`src/verilog/ocfp_pkg.sv`:
```
// constants and carrier types for the output clock and frame pulse control
package ocfp_pkg;

  // ---------------------------------------------------------------
  // register byte offsets
  // ---------------------------------------------------------------
  localparam logic [3:0] OFS_ENABLE = 4'h0;
  localparam logic [3:0] OFS_SELECT = 4'h4;
  localparam logic [3:0] OFS_MODE = 4'h8;
  localparam logic [3:0] OFS_STATUS = 4'hc;

  // ---------------------------------------------------------------
  // field positions
  // ---------------------------------------------------------------
  localparam int EN_PAIR_ZERO = 0;
  localparam int EN_PAIR_ONE = 1;
  localparam int EN_PAIR_TWO = 2;
  localparam int EN_PAIR_THREE = 3;
  localparam int EN_CLOCK_FOUR = 4;
  localparam int EN_CLOCK_FIVE = 5;
  localparam int SEL_CLOCK_TWO_POL = 8;
  localparam int SEL_PAIR_THREE_LO = 12;
  localparam int SEL_PAIR_THREE_HI = 13;
  localparam int SEL_CLOCK_FOUR_RATE = 14;
  localparam int MODE_SLAVE_PLL = 0;
  localparam int ST_MASTER = 0;
  localparam int ST_AVAIL = 1;
  localparam int ST_FIVE_ON = 2;
  localparam int ST_FOUR_ON = 3;

  // ---------------------------------------------------------------
  // reset values
  // ---------------------------------------------------------------
  localparam logic [15:0] RST_ENABLE = 16'h0000;
  localparam logic [15:0] RST_SELECT = 16'h0000;
  localparam logic [15:0] RST_MODE = 16'h0000;

  // pair three rate codes
  localparam logic [1:0] RATE_4M = 2'h0;
  localparam logic [1:0] RATE_8M = 2'h1;
  localparam logic [1:0] RATE_16M = 2'h2;
  localparam logic [1:0] RATE_32M = 2'h3;

  // ---------------------------------------------------------------
  // carriers
  // ---------------------------------------------------------------
  typedef struct packed {
    logic ck_zero;
    logic ck_one;
    logic ck_two;
    logic fp_zero;
    logic fp_one;
    logic fp_two;
    logic ck3_4m;
    logic ck3_8m;
    logic ck3_16m;
    logic ck3_32m;
    logic fp3_244;
    logic fp3_122;
    logic fp3_61;
    logic fp3_30;
    logic ck4_2m;
    logic ck4_1m5;
    logic ck_five;
  } timing_src_t;

  typedef struct packed {
    logic out_clock_five;
    logic out_clock_four;
    logic out_clock_three;
    logic out_clock_two;
    logic out_clock_one;
    logic out_clock_zero;
    logic frame_pulse_three;
    logic frame_pulse_two;
    logic frame_pulse_one;
    logic frame_pulse_zero;
  } pin_bus_t;

  localparam int PIN_W = $bits(pin_bus_t);

  typedef enum logic [1:0] {
    BUS_IDLE = 2'b01,
    BUS_ACK = 2'b10
  } bus_state_t;

endpackage

```
`src/verilog/out_drive.sv`:
```
// registered pin drivers with output enables
`timescale 1ns/1ps
module out_drive #(
  parameter int W = 10
) (
  input wire logic clk_i,
  input wire logic reset_i,
  input wire logic ce_i,
  input wire logic [W-1:0] val_i,
  input wire logic [W-1:0] en_i,
  output logic [W-1:0] out_o,
  output logic [W-1:0] oe_o
);

  // ---------------------------------------------------------------
  // pin registers
  // ---------------------------------------------------------------
  always_ff @(posedge clk_i) begin
    if (reset_i) begin
      out_o <= '0;
      oe_o <= '0;
    end else if (ce_i) begin
      out_o <= val_i & en_i;
      oe_o <= en_i;
    end
  end

endmodule

```
`src/verilog/output_clock_frame_pulse_ctrl.sv`:
```
// output clock and frame pulse enable, selection and register access
// Operation
// [RULE1] clock five undriven while its enable clear
// [RULE2] enable bit 4 set drives clock four
// [RULE3] enable bit 4 clear floats clock four
// [RULE4] clock five needs master or slave pll
// [RULE5] clock four needs master or slave pll
// [RULE6] bit 3 drives or floats pair three
// [RULE7] bit 2 drives or floats pair two
// [RULE8] bit 1 drives or floats pair one
// [RULE9] bit 0 drives or floats pair zero
// [RULE10] bit 8 picks clock two boundary edge
// [RULE11] bits 13:12 pick pair three rate
// [RULE12] bit 14 picks clock four rate
`timescale 1ns/1ps
module output_clock_frame_pulse_ctrl
  import ocfp_pkg::*;
(
  input wire logic clk_i,
  input wire logic reset_i,
  input wire logic ce_i,
  input wire logic [3:0] address_i,
  input wire logic read_i,
  input wire logic write_i,
  input wire logic [31:0] writedata_i,
  input wire logic [3:0] byteenable_i,
  output logic [31:0] readdata_o,
  output logic waitrequest_o,
  input wire logic master_mode_i,
  input wire timing_src_t timing_i,
  output pin_bus_t pins_o,
  output pin_bus_t pins_oe_o
);

  // ---------------------------------------------------------------
  // helpers
  // ---------------------------------------------------------------
  function automatic logic [15:0] lane_merge(input logic [15:0] old,
                                             input logic [31:0] wd,
                                             input logic [3:0] be);
    logic [15:0] res;
    res = old;
    if (be[0]) begin
      res[7:0] = wd[7:0];
    end
    if (be[1]) begin
      res[15:8] = wd[15:8];
    end
    return res;
  endfunction

  // ---------------------------------------------------------------
  // bus slave
  // ---------------------------------------------------------------
  bus_state_t state_ff;
  bus_state_t nxt_state;
  logic req;
  logic take;
  logic [15:0] enable_ff;
  logic [15:0] select_ff;
  logic [15:0] mode_ff;
  logic [15:0] status;
  logic [31:0] readdata_ff;
  logic [31:0] nxt_readdata;

  assign req = read_i | write_i;
  assign take = req & (state_ff == BUS_IDLE) & ce_i;
  assign waitrequest_o = req & (state_ff != BUS_ACK);
  assign readdata_o = readdata_ff;

  always_comb begin
    nxt_state = state_ff;
    case (state_ff)
      BUS_IDLE: begin
        if (req) begin
          nxt_state = BUS_ACK;
        end
      end
      BUS_ACK: begin
        nxt_state = BUS_IDLE;
      end
      default: begin
        nxt_state = BUS_IDLE;
      end
    endcase
  end

  always_ff @(posedge clk_i) begin
    if (reset_i) begin
      state_ff <= BUS_IDLE;
    end else if (ce_i) begin
      state_ff <= nxt_state;
    end
  end

  always_comb begin
    nxt_readdata = 32'h0000_0000;
    if (address_i == OFS_ENABLE) begin
      nxt_readdata[15:0] = enable_ff;
    end else if (address_i == OFS_SELECT) begin
      nxt_readdata[15:0] = select_ff;
    end else if (address_i == OFS_MODE) begin
      nxt_readdata[15:0] = mode_ff;
    end else if (address_i == OFS_STATUS) begin
      nxt_readdata[15:0] = status;
    end
  end

  always_ff @(posedge clk_i) begin
    if (reset_i) begin
      readdata_ff <= 32'h0000_0000;
    end else if (take & read_i) begin
      readdata_ff <= nxt_readdata;
    end
  end

  // ---------------------------------------------------------------
  // registers
  // ---------------------------------------------------------------
  always_ff @(posedge clk_i) begin
    if (reset_i) begin
      enable_ff <= RST_ENABLE;
    end else if (take & write_i & (address_i == OFS_ENABLE)) begin
      enable_ff <= lane_merge(enable_ff, writedata_i, byteenable_i);
    end
  end

  always_ff @(posedge clk_i) begin
    if (reset_i) begin
      select_ff <= RST_SELECT;
    end else if (take & write_i & (address_i == OFS_SELECT)) begin
      select_ff <= lane_merge(select_ff, writedata_i, byteenable_i);
    end
  end

  always_ff @(posedge clk_i) begin
    if (reset_i) begin
      mode_ff <= RST_MODE;
    end else if (take & write_i & (address_i == OFS_MODE)) begin
      mode_ff <= lane_merge(mode_ff, writedata_i, byteenable_i);
    end
  end

  // ---------------------------------------------------------------
  // clock selection and enables
  // ---------------------------------------------------------------
  logic avail;
  logic [1:0] rate3;
  logic ck3_sel;
  logic fp3_sel;
  pin_bus_t val;
  pin_bus_t en;

  assign avail = master_mode_i | mode_ff[MODE_SLAVE_PLL]; // RULE4 RULE5
  assign rate3 = select_ff[SEL_PAIR_THREE_HI:SEL_PAIR_THREE_LO];

  always_comb begin
    case (rate3) // RULE11
      RATE_4M: begin
        ck3_sel = timing_i.ck3_4m;
        fp3_sel = timing_i.fp3_244;
      end
      RATE_8M: begin
        ck3_sel = timing_i.ck3_8m;
        fp3_sel = timing_i.fp3_122;
      end
      RATE_16M: begin
        ck3_sel = timing_i.ck3_16m;
        fp3_sel = timing_i.fp3_61;
      end
      default: begin
        ck3_sel = timing_i.ck3_32m;
        fp3_sel = timing_i.fp3_30;
      end
    endcase
  end

  always_comb begin
    val.out_clock_five = timing_i.ck_five;
    val.out_clock_four = select_ff[SEL_CLOCK_FOUR_RATE] ? // RULE12
                         timing_i.ck4_1m5 : timing_i.ck4_2m;
    val.out_clock_three = ck3_sel;
    val.out_clock_two = select_ff[SEL_CLOCK_TWO_POL] ? // RULE10
                        timing_i.ck_two : ~timing_i.ck_two;
    val.out_clock_one = timing_i.ck_one;
    val.out_clock_zero = timing_i.ck_zero;
    val.frame_pulse_three = fp3_sel;
    val.frame_pulse_two = timing_i.fp_two;
    val.frame_pulse_one = timing_i.fp_one;
    val.frame_pulse_zero = timing_i.fp_zero;
  end

  always_comb begin
    en.out_clock_five = enable_ff[EN_CLOCK_FIVE] & avail; // RULE1 RULE4
    en.out_clock_four = enable_ff[EN_CLOCK_FOUR] & avail; // RULE2 RULE3 RULE5
    en.out_clock_three = enable_ff[EN_PAIR_THREE]; // RULE6
    en.frame_pulse_three = enable_ff[EN_PAIR_THREE]; // RULE6
    en.out_clock_two = enable_ff[EN_PAIR_TWO]; // RULE7
    en.frame_pulse_two = enable_ff[EN_PAIR_TWO]; // RULE7
    en.out_clock_one = enable_ff[EN_PAIR_ONE]; // RULE8
    en.frame_pulse_one = enable_ff[EN_PAIR_ONE]; // RULE8
    en.out_clock_zero = enable_ff[EN_PAIR_ZERO]; // RULE9
    en.frame_pulse_zero = enable_ff[EN_PAIR_ZERO]; // RULE9
  end

  out_drive #(
    .W(PIN_W)
  ) u_drive (
    .clk_i(clk_i),
    .reset_i(reset_i),
    .ce_i(ce_i),
    .val_i(val),
    .en_i(en),
    .out_o(pins_o),
    .oe_o(pins_oe_o)
  );

  always_comb begin
    status = 16'h0000;
    status[ST_MASTER] = master_mode_i;
    status[ST_AVAIL] = avail;
    status[ST_FIVE_ON] = pins_oe_o.out_clock_five;
    status[ST_FOUR_ON] = pins_oe_o.out_clock_four;
  end

  // ---------------------------------------------------------------
  // assertions
  // ---------------------------------------------------------------
  property p_five_off;
    @(posedge clk_i) disable iff (reset_i)
    ce_i && !enable_ff[EN_CLOCK_FIVE] |=>
      !pins_oe_o.out_clock_five && !pins_o.out_clock_five;
  endproperty
  a_five_off: assert property (p_five_off) // RULE1
    else $error("clock five driven while disabled");

  property p_four_on;
    @(posedge clk_i) disable iff (reset_i)
    ce_i && enable_ff[EN_CLOCK_FOUR] && avail |=>
      pins_oe_o.out_clock_four &&
      pins_o.out_clock_four == $past(val.out_clock_four);
  endproperty
  a_four_on: assert property (p_four_on) // RULE2
    else $error("clock four not driven while enabled");

  property p_four_off;
    @(posedge clk_i) disable iff (reset_i)
    ce_i && !enable_ff[EN_CLOCK_FOUR] |=> !pins_oe_o.out_clock_four;
  endproperty
  a_four_off: assert property (p_four_off) // RULE3
    else $error("clock four driven while disabled");

  property p_five_avail;
    @(posedge clk_i) disable iff (reset_i)
    ce_i && !master_mode_i && !mode_ff[MODE_SLAVE_PLL] |=>
      !pins_oe_o.out_clock_five;
  endproperty
  a_five_avail: assert property (p_five_avail) // RULE4
    else $error("clock five driven while unavailable");

  property p_four_avail;
    @(posedge clk_i) disable iff (reset_i)
    ce_i && enable_ff[EN_CLOCK_FOUR] |=>
      pins_oe_o.out_clock_four == $past(avail);
  endproperty
  a_four_avail: assert property (p_four_avail) // RULE5
    else $error("clock four availability mismatch");

  property p_pair_three;
    @(posedge clk_i) disable iff (reset_i)
    ce_i |=> pins_oe_o.out_clock_three == $past(enable_ff[EN_PAIR_THREE])
      && pins_oe_o.frame_pulse_three == pins_oe_o.out_clock_three;
  endproperty
  a_pair_three: assert property (p_pair_three) // RULE6
    else $error("pair three enable mismatch");

  property p_pair_two;
    @(posedge clk_i) disable iff (reset_i)
    ce_i |=> pins_oe_o.out_clock_two == $past(enable_ff[EN_PAIR_TWO])
      && pins_oe_o.frame_pulse_two == pins_oe_o.out_clock_two;
  endproperty
  a_pair_two: assert property (p_pair_two) // RULE7
    else $error("pair two enable mismatch");

  property p_pair_one;
    @(posedge clk_i) disable iff (reset_i)
    ce_i |=> pins_oe_o.out_clock_one == $past(enable_ff[EN_PAIR_ONE])
      && pins_oe_o.frame_pulse_one == pins_oe_o.out_clock_one;
  endproperty
  a_pair_one: assert property (p_pair_one) // RULE8
    else $error("pair one enable mismatch");

  property p_pair_zero;
    @(posedge clk_i) disable iff (reset_i)
    ce_i |=> pins_oe_o.out_clock_zero == $past(enable_ff[EN_PAIR_ZERO])
      && pins_oe_o.frame_pulse_zero == pins_oe_o.out_clock_zero;
  endproperty
  a_pair_zero: assert property (p_pair_zero) // RULE9
    else $error("pair zero enable mismatch");

  property p_two_pol;
    @(posedge clk_i) disable iff (reset_i)
    ce_i && enable_ff[EN_PAIR_TWO] |=>
      pins_o.out_clock_two ==
      ($past(timing_i.ck_two) ~^ $past(select_ff[SEL_CLOCK_TWO_POL]));
  endproperty
  a_two_pol: assert property (p_two_pol) // RULE10
    else $error("clock two polarity wrong");

  property p_three_rate;
    @(posedge clk_i) disable iff (reset_i)
    ce_i && enable_ff[EN_PAIR_THREE] && rate3 == RATE_16M |=>
      pins_o.out_clock_three == $past(timing_i.ck3_16m) &&
      pins_o.frame_pulse_three == $past(timing_i.fp3_61);
  endproperty
  a_three_rate: assert property (p_three_rate) // RULE11
    else $error("pair three rate wrong");

  property p_three_slow;
    @(posedge clk_i) disable iff (reset_i)
    ce_i && enable_ff[EN_PAIR_THREE] && rate3 == RATE_4M |=>
      pins_o.out_clock_three == $past(timing_i.ck3_4m) &&
      pins_o.frame_pulse_three == $past(timing_i.fp3_244);
  endproperty
  a_three_slow: assert property (p_three_slow) // RULE11
    else $error("pair three slowest rate wrong");

  property p_three_fast;
    @(posedge clk_i) disable iff (reset_i)
    ce_i && enable_ff[EN_PAIR_THREE] && rate3 == RATE_32M |=>
      pins_o.out_clock_three == $past(timing_i.ck3_32m) &&
      pins_o.frame_pulse_three == $past(timing_i.fp3_30);
  endproperty
  a_three_fast: assert property (p_three_fast) // RULE11
    else $error("pair three fastest rate wrong");

  property p_five_on;
    @(posedge clk_i) disable iff (reset_i)
    ce_i && enable_ff[EN_CLOCK_FIVE] && avail |=>
      pins_oe_o.out_clock_five &&
      pins_o.out_clock_five == $past(timing_i.ck_five);
  endproperty
  a_five_on: assert property (p_five_on) // RULE4
    else $error("clock five not driven while available");

  property p_four_rate;
    @(posedge clk_i) disable iff (reset_i)
    ce_i && en.out_clock_four && select_ff[SEL_CLOCK_FOUR_RATE] |=>
      pins_o.out_clock_four == $past(timing_i.ck4_1m5);
  endproperty
  a_four_rate: assert property (p_four_rate) // RULE12
    else $error("clock four rate wrong");

endmodule

```
`config.mk`:
```
export PLATFORM = sky130hd
export DESIGN_NAME = output_clock_frame_pulse_ctrl
export DESIGN_NICKNAME = d
export VERILOG_FILES = /design/src/verilog/ocfp_pkg.sv /design/src/verilog/out_drive.sv /design/src/verilog/output_clock_frame_pulse_ctrl.sv
export SDC_FILE = /design/constraint.sdc
export NUM_CORES = 1
export LEC_CHECK = 0
export BUFFER_PORTS_ARGS = -buffer_cell sky130_fd_sc_hd__buf_2
export CORE_MARGIN = 2
export CORE_UTILIZATION = 56
export CTS_CLUSTER_SIZE = 28
export DETAILED_ROUTE_END_ITERATION = 10
export HOLD_SLACK_MARGIN = 0.12
export PLACE_DENSITY = 0.83
export SLEW_MARGIN = 20
export SYNTH_ARGS = -nofsm -noshare
export SYNTH_HDL_FRONTEND = slang
export SYNTH_SLANG_ARGS = --single-unit
export TNS_END_PERCENT = 10
```
`constraint.sdc`:
```
create_clock -name clk_i -period 3.2 [get_ports clk_i]
set_input_delay 0.16 -clock clk_i [delete_from_list [all_inputs] [get_ports clk_i]]
set_output_delay 0.16 -clock clk_i [all_outputs]
set_load 0.01 [all_outputs]
```
==> results.md, run 1 <==
- The worst register-to-register path begins at state_ff[1]$_SDFFE_PP0P_.
- The wire length of the first global-routing pass is roughly 14000 um.
- The final layout contains between 500 and 600 nets.
- The worst slew margin relative to its limit is roughly three fifths.
- The first detailed-routing pass ran for 4 iterations.
- The number of antenna repair diodes is 0.
- The class of the most critical setup path is reg2reg.
- From left edge to right edge, the die measures between 80 and 90 um.
- The synthesized netlist devotes less than 1% of its cell area to XOR and XNOR gates.
- Once layout is complete, the utilization of the core stands at between 60% and 70%.
- The adder-cell area share of the yosys netlist is 0%.
- The largest area contributor in the netlist is dfxtp_1.
- The final global-route overflow total is 0.
- Setup repair after global routing left no endpoint under its margin.
- The placer congestion estimate is approximately 0.78.
- Dividing the detail-routed wire length by the instance count gives about 15 um.
- The number of placement rows is 30.
- The slew at the pin closest to its max-slew limit is ~600 ps.
- Summed over all failing endpoints, the final setup total negative slack is 0 ps.
- The total number of vias is ~3100.
- The synthesized-area fraction occupied by ao, oa, aoi and oai cells is under 10%.
- The number of hold violations in the final report is 0.
- The count of mapped cells out of synthesis is just over 400.
- Using the TritonRoute via totals, the vias-per-cell ratio works out to roughly 5.3.
- The fmax is ~550 MHz.
- The register area share after synthesis is between 40% and 50%.
- The run finished with clean final reports.
- The area of the core is roughly 6900 um2.
- After detailed routing, the number of remaining DRC violations is 0.
- The nature of the critical path endpoint is a flop.
- After synthesis, the largest area contributor takes up between 40% and 50% of total cell area.
- The worst path required time is around 3500 ps.
- Setup violations remaining at the end of the flow were counted as 0.
- The leakage power is 2.13 nW.
- The initial antenna violation count is 0.
- The post-route netlist has 23.7% of its cells at a drive strength greater than 1.
- The via count of the first global-routing pass is around 2900.
- Entering global routing, the biggest net connects 62 pins.
- The number of port buffers is 81.
- The wire length reported by the detailed router is 8720 um.
- The simple-gate share of the synthesized area is 26.5%.
- The number of cells traversed by the worst register-to-register path is 3.
- In this run the critical register-to-register path is captured at enable_ff[0]$_SDFFE_PP0P_.
- Across the run, the number of max-cap violations was 0.
- The number of slew-limit violations in the final report came to 0.
- The summed instance area of the synthesized netlist is ~4000 um2.
- Each instance of the synthesized netlist takes up on average about 9.9 um2.
- For this run, the number of Yosys warnings is 0.
- The maximum buffer depth of the clock tree is 2.
- Buffers inserted during clock tree synthesis total 9.
- In this run the count of I/O pins placed on the die edge is around 120.
- The data arrival time of the critical path is ~2100 ps.
- The register bit count reported by yosys is 82.
- Post-CTS repair changed the size of 0 cells.
- Across all register-to-register paths, the minimum setup slack is between 1000 and 1500 ps.
- In this run, distinct cell masters in the synthesized netlist total just over 40.
- The endpoint of the worst hold path is mode_ff[4]$_SDFFE_PP0P_.
- The worst hold path belongs to the class in2reg.
- The global-route track usage on met3 is 6.28%.
- The startpoint kind of the worst setup timing path is a flop.
- Once detailed placement completed, the half-perimeter wirelength came to approximately 5800 um.
- The later pin in the worst-skew pair is clocked with a latency of ~360 ps.
- Measured along the y axis, the die boundary spans slightly below 90 um.
- Dividing total power by cell area gives a power density of 427 nW/um2.
- The number of DRC violations after detailed-routing iteration 0 is just over 200.
- Global routing used a little under two fifths of the available met2 tracks.
- The startpoint of the lowest-slack hold path is writedata_i[4].
- Global routing used between 20% and 30% of the available tracks.
- The final worst-path cycle share is ~56%.
- The number of fill cells in the layout is about 560.
- Relative to the synthesized area, the layout overhead comes to 14.2%.
- The clock transition at the register clock pins on the worst setup and hold paths after CTS is 90 ps.
- The count of nets left with antenna violations once routing finished came out at 0.
- TritonCTS built the clock tree.
- The global routing usage on met1 is 29.5%.
- Subtracting the final worst setup slack from the clock period gives 1800 ps.
- Counting every sink on the clock net gives between 80 and 90.
- By area the synthesized netlist is led by dfxtp_1 (41%), mux2i_1 (13%), nand2b_1 (12%).
- Between clock sinks in the finished design, the worst skew comes to 15.0 ps.
- The dominant combinational cell family by area after synthesis is simple AND/OR/NAND/NOR gates.
- The portion of synthesized area spent on multiplexers is 16.5%.
- The initial standard-cell utilization of the core is around 59%.
- The layer carrying the most global-route usage is met2.
- The depth of the CTS H-tree is 3.
- The critical-path maximum fanout is 8.
- The overall power is a little under 2 mW.
- The CTS root buffer is clkbuf_8.
- IR analysis of the VDD net gives a maximum drop of about 220 uV.
- The worst hold path was traced through 3 stages.
- The die covers between 7000 and 8000 um2.
[placed cells by master, fill, tap and decap left out, types with 3 or more instances in the layout]
cell type | synthesis | final
o21ai_1 | 11 | 11
a22oi_1 | 3 | 3
nand4_4 | 4 | 4
nand2b_1 | 75 | 75
buf_4 | 22 | 3
dfxtp_1 | 82 | 82
mux2_1 | 6 | 6
nand2_1 | 13 | 13
mux2i_1 | 53 | 53
a211oi_1 | 3 | 3
a21oi_1 | 12 | 12
dlygate4sd3_1 | 0 | 9
buf_2 | 7 | 81
nor2_1 | 23 | 23
conb_1 | 1 | 16
nand3_1 | 9 | 9
and3b_1 | 24 | 24
clkbuf_8 | 0 | 12
a311oi_1 | 11 | 11
[cell families (layout without fill, tap and decap cells)]
family,after synthesis,in the layout
muxes,63,63
xor gates and xnor gates,1,1
other,1,16
buffers and inverters,51,110
AOI/OAI and AO/OA,49,49
DFF,82,82
and+or+nand+nor,161,161
[power breakdown]
group	leakage, nW	switching (mW)	internal, mW
sequential	0.663	0.0109	1.04
combinational	1.37	0.116	0.0867
clock	0.0944	0.378	0.343
[metrics by stage]
stage / cell area, um2 / instances / worst slack [ps] / hold slack, ps
2_1_floorplan: 4100 / 423 / 1940 / 328
3_3_place_gp: 4340 / 553 / 1210 / 438
3_5_place_dp: 4340 / 553 / 1160 / 440
4_1_cts: 4620 / 578 / 1400 / 124
5_1_grt: 4620 / 578 / 1310 / 130
6_report: 4620 / 578 / 1400 / 114
[worst max-delay path by stage]
stage / to / from / slack, ps
after detailed placement: enable_ff[13]$_SDFFE_PP0P_ / ce_i / 1160
after CTS: enable_ff[11]$_SDFFE_PP0P_ / state_ff[1]$_SDFFE_PP0P_ / 1400
after floorplan: enable_ff[0]$_SDFFE_PP0P_ / state_ff[1]$_SDFFE_PP0P_ / 1940
after global routing: enable_ff[15]$_SDFFE_PP0P_ / state_ff[1]$_SDFFE_PP0P_ / 1310
final: enable_ff[0]$_SDFFE_PP0P_ / state_ff[1]$_SDFFE_PP0P_ / 1400
after global placement: enable_ff[9]$_SDFFE_PP0P_ / ce_i / 1210
[registers in the layout, indices dropped and copies added, names as in the netlist]
signal,flops
enable_ff,16
mode_ff,16
readdata_o,16
select_ff,16
u_drive.out_o,10
u_drive.oe_o,6
state_ff,2
[cell type report]
type	instances	area, um2	share of cell area, %
Timing Repair Buffer	93	518	11.2
Clock buffer	12	165	3.58
Multi-Input combinational cell	290	2150	46.5
Inverter	1	3.75	0.0813
Tap cell	96	120	2.60
Clock inverter	4	25.0	0.542
Sequential cell	82	1640	35.5
[worst max-delay path: stages (launching register included)]
cell,delay [ps]
dfxtp_1,340
and4b_1,560
and3_1,570
mux2i_1,260
[repair_timing]
| action | in CTS | in global routing |
|---|---|---|
| endpoints found under the hold margin | 11 | 0 |
| hold buffers | 9 | 0 |
| setup buffers | 0 | 0 |
[metal layers]
| layer | vias up | wire length, um |
|---|---|---|
| li1 | 1521 | - |
| met1 | 1443 | 3890 |
| met2 | 99 | 4170 |
| met3 | 11 | 563 |
| met4 | 0 | 92 |
| met5 | - | 0 |
[cell usage after synthesis (all sizes together)]
library cell  number
dfxtp             82
nand2b            75
mux2i             53
buf               34
and3b             24
nor2              24
clkbuf            16
a311oi            13
nand2             13
a21oi             12
o21ai             12
nand3              9
mux2               8
nand4              4
a211oi             3
a22oi              3
and2b              2
and3               2
and4b              2
mux4               2
o211ai             2
conb               1
inv                1
nor2b              1
nor3               1
nor3b              1
nor4               1
nor4b              1
o2111ai            1
o21a               1
o21ba              1
o21bai             1
or3b               1
xnor2              1
(Power assumes the default switching activity.)
==> inputs of run 2 (changes only) <==
CORE_UTILIZATION = 52   (was 56)
PLACE_DENSITY = 0.78   (was 0.83)
clock period = 1.85 ns   (was 3.2 ns; I/O delays follow)
==> results.md, run 2 (synthesis gave the netlist of run 1 again) <==
- The number of setup buffers added after CTS is 0.
- For this design the static power due to leakage is 2.26 nW.
- The number of maximum-capacitance constraint violations is 0.
- Detailed routing placed a total of between 4000 and 5000 um of wire on met2.
- The worst path required time is ~2100 ps.
- The flow ran to the end, and the final reports show no timing, DRC or antenna violations.
- The via count of the first global-routing pass is 3099.
- The class of the tightest hold or removal check is in2reg.
- The TritonCTS clock tree is yes.
- STA classifies the critical path endpoint as a flop.
- In this run the count of I/O pins placed on the die edge is 116.
- The initial antenna violation count came to 0.
- In this run the register-to-register setup slack is 220 ps.
- Relative to the synthesized area, the layout overhead comes to 21.3%.
- Leaving out fill and tap cells, the most frequent cell in the layout is dfxtp_1.
- The number of CTS-inserted buffers is 9.
- The clock latency reported for the late side of the worst-skew pair is 360 ps.
- In this run the critical register-to-register path is captured at enable_ff[12]$_SDFFE_PP0P_.
- The net count reported at finish is 563.
- The detail route stage leaves a number of antenna-violating nets equal to 0.
- After detailed routing, the number of remaining DRC violations is 0.
- Once the floorplan was initialized, standard cells occupied between 50% and 60% of the core.
- The path with the worst hold slack has its endpoint at select_ff[2]$_SDFFE_PP0P_.
- The pin count of the biggest net entering global routing is 99.
- The class of the most critical setup path is reg2reg.
- The critical path goes through and4b_1 -> and3_1 -> buf_4 -> mux2i_1.
- The floorplan step defined a die boundary enclosing about 8500 um2.
- The worst hold path was traced through 3 stages.
- The area of the core is between 7000 and 8000 um2.
- The slowest stage of the critical path belongs to the cell and4b_1.
- The kind of cell with the highest combined delay on the critical path is simple AND/OR/NAND/NOR gates.
- The count of cell instances traversed by the critical path is 4.
- Hold is met by between 150 and 200 ps.
- The x dimension of the die is 92.2 um.
- The fraction of layout instances using a drive strength above 1 is 24.2%.
- The number of hold violations in the final report is 0.
- The clock net in this run drives a total of just over 80 sinks.
- The library cells used most frequently in the layout, excluding fill and tap cells, are dfxtp_1 (82), buf_2 (81), nand2b_1 (75), mux2i_1 (53).
- The total overflow left after global routing is 0.
- The depth of the CTS H-tree is 3.
- At the end of routability-driven placement, the weighted congestion stood at 0.802.
- The overall die height is 92.2 um.
- The worst register-to-register path has a depth of 4.
- For this block, wires on met1 add up to 3930 um.
- The fmax is about 610 MHz.
- The worst register-to-register path begins at state_ff[1]$_SDFFE_PP0P_.
- In this design, the stage delay of the slowest critical-path cell is ~570 ps.
- The count of final setup violators is 0.
- The global router's overall resource usage is roughly 22%.
- No sink is reached through more buffers than the 2 on the longest clock path.
- The wire length reported by the detailed router is 9180 um.
- Before antenna repair, the detailed router went through 4 iterations.
- Dividing the detail-routed wire length by the instance count gives approximately 15 um.
- Post-CTS repair changed the size of 0 cells.
- Clock skew on the completed layout was measured at 10.5 ps.
- The power density of the placed cells is about 780 nW/um2.
- The total number of vias is 3219.
- The number of placement rows is 32.
- The worst setup path is launched from a flop.
- VDD sags by at most 362 uV.
- The number of slew-limit violations in the final report was 0.
- The count of buffer and inverter cells on the critical path is 1.
- In this run the most critical hold path is launched from byteenable_i[0].
- Along the worst path, the maximum fanout reaches 8.
- The data arrival time of the critical path is between 1500 and 2000 ps.
- Once routing completed, OpenROAD measured the worst setup slack at around 220 ps.
- Setup repair after global routing left no endpoint under its margin.
- The time the final worst path needs with I/O delays and setup is 1630 ps.
- The number of DRC violations after detailed-routing iteration 0 is 190.
- The pre-CTS setup slack is roughly 240 ps.
- The wire length of the first global-routing pass is approximately 15000 um.
- The CTS root buffer is clkbuf_8.
- In the routed layout, each cell is associated on average with a via count of ~5.3.
- Detailed routing placed a total of approximately 460 um of wire on met3.
- After legalization and detailed placement, the total HPWL measured just over 6000 um.
- Dividing the final minimum period by the clock period gives between 80% and 90%.
- The number of antenna repair diodes is 0.
- After clock tree synthesis, the clock-pin slew on the worst setup and hold paths is ~90 ps.
- The highest metal layer carrying signal wires in the routed design is met4.
- The count of buffers added on input and output ports is between 80 and 90.
- The final total negative setup slack is 0 ps.
-- run 2: changes by cell type in the layout (fill, tap and decap cells not counted), moves of 2 or more --
| cell | previous run | this run |
|---|---|---|
| buf_4 | 3 | 10 |
| clkinv_2 | 2 | 0 |
| inv_6 | 0 | 3 |
| dlygate4sd3_1 | 9 | 24 |
| bufinv_16 | 0 | 3 |
| clkbuf_8 | 12 | 9 |
-- run 2: cell type report --
class	count	area [um2]
inverter	1	3.75
clock buffer	9	124
tap	102	128
clock inverter	7	124
sequential	82	1640
fill	626	2740
multi-input combinational	290	2150
timing repair buffer	116	741
-- run 2: worst max path at each step --
stage,to,from
after global placement,enable_ff[13]$_SDFFE_PP0P_,state_ff[1]$_SDFFE_PP0P_
final,enable_ff[12]$_SDFFE_PP0P_,state_ff[1]$_SDFFE_PP0P_
after floorplan,enable_ff[0]$_SDFFE_PP0P_,state_ff[1]$_SDFFE_PP0P_
after detailed placement,enable_ff[12]$_SDFFE_PP0P_,state_ff[1]$_SDFFE_PP0P_
after CTS,enable_ff[12]$_SDFFE_PP0P_,state_ff[1]$_SDFFE_PP0P_
after global routing,enable_ff[14]$_SDFFE_PP0P_,state_ff[1]$_SDFFE_PP0P_
-- run 2: per-stage QoR --
| step | cells | power [mW] | utilization (%) | area [um2] |
|---|---|---|---|---|
| floorplan | 423 | 2.10 | - | 4100 |
| global placement | 567 | 2.19 | 57.8 | 4420 |
| detailed placement | 567 | 2.20 | 57.8 | 4420 |
| CTS | 607 | 3.82 | 64.2 | 4910 |
| global route | 607 | 3.95 | 64.2 | 4910 |
| finish | 607 | 3.81 | 64.2 | 4910 |
-- run 2: metal layers --
metal	global-route usage [%]	vias to the layer above
met5	0	-
met4	8.46	0
met3	4.19	18
met2	38.1	106
met1	27.7	1528
li1	-	1567
-- run 2: worst min-delay path, cell delays in order --
cell and delay, ps:
buf_2 150, nand4_4 170, mux2i_1 90
-- run 2: what timing repair did --
action / 4_1_cts / 5_1_grt
hold endpoints to repair: 56 / 0
setup endpoints to repair: 0 / 0
hold buffers: 24 / 0
-- run 2: power by group --
part / internal [mW] / switching (mW) / leakage [nW]
combinational: 0.180 / 0.209 / 1.48
sequential: 1.80 / 0.0178 / 0.663
clock: 0.911 / 0.699 / 0.121
total: 2.89 / 0.926 / 2.26
==> inputs of run 3 (changes only) <==
CORE_UTILIZATION = 47   (was 52)
PLACE_DENSITY = 0.74   (was 0.78)
clock period = 1.5 ns   (was 1.85 ns; I/O delays follow)
==> results.md, run 3 (synthesis gave the netlist of run 1 again) <==
- The detail route stage leaves a number of antenna-violating nets equal to 0.
- The leakage power is 2.29 nW.
- The critical path contains buffers and inverters numbering 4 combined.
- Row generation in the floorplan step produced 33 rows.
- The floorplan step defined a die boundary enclosing 9360 um2.
- The count of final setup violators is 0.
- The final total negative setup slack is 0 ps.
- The worst hold path cell count is 4.
- The net count reported at finish is 566.
- The length of the first detailed-routing pass in iterations is 4.
- The fmax is ~700 MHz.
- For the worst-skew pair, the clock arrives at the later sink with an insertion delay of 360 ps.
- The initial antenna violation count is 0.
- The boundary pin count is roughly 120.
- The via count of the first global-routing pass is 3033.
- The sink count of the clock tree is 82.
- Setup repair after global routing left no endpoint under its margin.
- The worst path uses between 90% and 100% of the clock period.
- The pin count of the biggest net entering global routing is 42.
- The average wire per cell in the routed design is 14.7 um.
- The number of hold violations in the final report is 0.
- The worst reg2reg path endpoint is enable_ff[3]$_SDFFE_PP0P_.
- Counting cells, the worst reg-to-reg path comes to 5.
- The final global-route overflow total is 0.
- In this run the critical register-to-register path is launched from state_ff[1]$_SDFFE_PP0P_.
- The depth of the CTS H-tree is 3.
- The number of slew-limit violations in the final report is 0.
- STA classifies the critical path startpoint as an input port.
- The run finished with clean final reports.
- The kind of cell with the highest combined delay on the critical path is buffers and inverters.
- For the worst setup path, the data arrival time is about 1700 ps.
- IR analysis of the VDD net gives a maximum drop of 366 uV.
- For this run, the slowest stage of the critical path takes ~530 ps.
- Cells with a size suffix above 1 make up between 20% and 30% of the layout.
- The wire length of the first global-routing pass is 14700 um.
- The number of DRC violations after detailed-routing iteration 0 is 94.
- The number of cells in the design after placement is 572.
- The startpoint of the lowest-slack hold path is address_i[2].
- The floorplan step set the die width to a little under 100 um.
- The total number of vias is around 3200.
- The critical path's slowest cell is dlygate4sd3_1.
- The class of the tightest hold or removal check is in2reg.
- After detailed routing, the number of vias per cell comes to 5.17.
- The nature of the critical path endpoint is a flop.
- The endpoint of the worst hold path is readdata_o[14]$_SDFFE_PP0P_.
- Detailed placement finished with a half-perimeter wire length of 6240 um.
- The number of setup buffers added after CTS is 0.
- The area of the core is roughly 8300 um2.
- The number of antenna repair diodes is 0.
- Walking the worst path, the cells encountered are dlygate4sd3_1 -> buf_2 -> and4b_2 -> buf_12 -> and3_1 -> buf_4 -> mux2i_2.
- The worst path required time is between 1500 and 2000 ps.
- In the layout the commonest cells are dfxtp_1 (82), buf_2 (81), nand2b_1 (75), mux2i_1 (52), dlygate4sd3_1 (25).
- Counting the buffers created by CTS gives 9.
- The setup check on the worst reg-to-reg path leaves a slack of 90 ps.
- The initial standard-cell utilization of the core is approximately half.
- After detailed routing, the number of remaining DRC violations is 0.
- The area overhead of the layout relative to synthesis is 23.4%.
- The final layout contains routed wiring with a total length of ~9000 um.
- The maximum buffer depth of the clock tree is 2.
- The number of port buffers is slightly above 80.
- The clock transition at the register clock pins on the worst setup and hold paths after CTS is roughly 90 ps.
- In this run the vertical extent of the chip is just under 100 um.
- TritonCTS built the clock tree.
- The leading cell type in the layout, fill and taps excluded is dfxtp_1.
- The tree is rooted in a clkbuf_8.
- Excluding fillers, the count of instances in the completed layout stands at 613.
- The placer congestion estimate is 0.756.
- By startpoint and endpoint, the worst setup path is classified as in2reg.
- In this run the worst path has a maximum fanout of 6.
- In the global route stage, overall resource usage came out at about a fifth.
- After layout, the design draws a total of 4.44 mW.
- Power spread over the standard cell area amounts to 890 nW/um2.
- The time the final worst path needs with I/O delays and setup is roughly 1400 ps.
- The worst clock skew is 15.5 ps.
- The tool flagged a number of max-cap violations equal to 0.
-- run 3: final cells by class --
class                      count  area (um2)
multi-input combinational    290        2150
clock buffer                   9         124
clock inverter                 7        83.8
sequential                    82        1640
inverter                       1        3.75
tap                          105         131
timing repair buffer         119         853
fill                         705        3270
-- run 3: how the worst max path moves through the flow --
| stage | slack (ps) | endpoint | start | depth (start not counted) |
|---|---|---|---|---|
| floorplan | 240 | enable_ff[0]$_SDFFE_PP0P_ | state_ff[1]$_SDFFE_PP0P_ | 5 |
| global placement | 140 | enable_ff[7]$_SDFFE_PP0P_ | state_ff[1]$_SDFFE_PP0P_ | 5 |
| detailed placement | 120 | enable_ff[3]$_SDFFE_PP0P_ | state_ff[1]$_SDFFE_PP0P_ | 5 |
| CTS | 80 | enable_ff[3]$_SDFFE_PP0P_ | state_ff[1]$_SDFFE_PP0P_ | 5 |
| global route | 4 | enable_ff[2]$_SDFFE_PP0P_ | state_ff[1]$_SDFFE_PP0P_ | 5 |
| finish | 90 | enable_ff[11]$_SDFFE_PP0P_ | ce_i | 7 |
-- run 3: layer usage --
metal,up-vias,routed length (um),GRT usage [%]
li1,1573,-,-
met1,1509,4350,25.5
met2,75,4170,31.3
met3,14,318,3.25
met4,0,151,6.50
met5,-,0,0
-- run 3: repair_timing --
item	4_1_cts	5_1_grt
endpoints found under the setup margin	0	3
hold endpoints to repair	58	0
resized for setup	0	2
hold buffers	25	0
-- run 3: metrics by stage --
step / hold slack [ps] / setup slack (ps) / area (um2) / util [%]
2_1_floorplan: 243 / 244 / 4100 / -
3_3_place_gp: 350 / 138 / 4530 / 54.8
3_5_place_dp: 356 / 117 / 4530 / 54.8
4_1_cts: 141 / 80.6 / 4980 / 60.3
5_1_grt: 157 / 4.04 / 4990 / 60.4
6_report: 140 / 92.4 / 4990 / 60.4
-- run 3: worst register-to-register path: cells and delay by family (launching register included) --
kind	cells	cell delay, ps
AND/OR/NAND/NOR	2	530
flip-flops	1	350
buffers and inverters	2	280
multiplexers	1	190
-- run 3: power breakdown --
group          switching [mW]  internal (mW)  total, mW
Combinational           0.260          0.252      0.512
Clock                   0.890          0.802       1.69
Sequential             0.0240           2.21       2.24
Total                    1.17           3.27       4.44
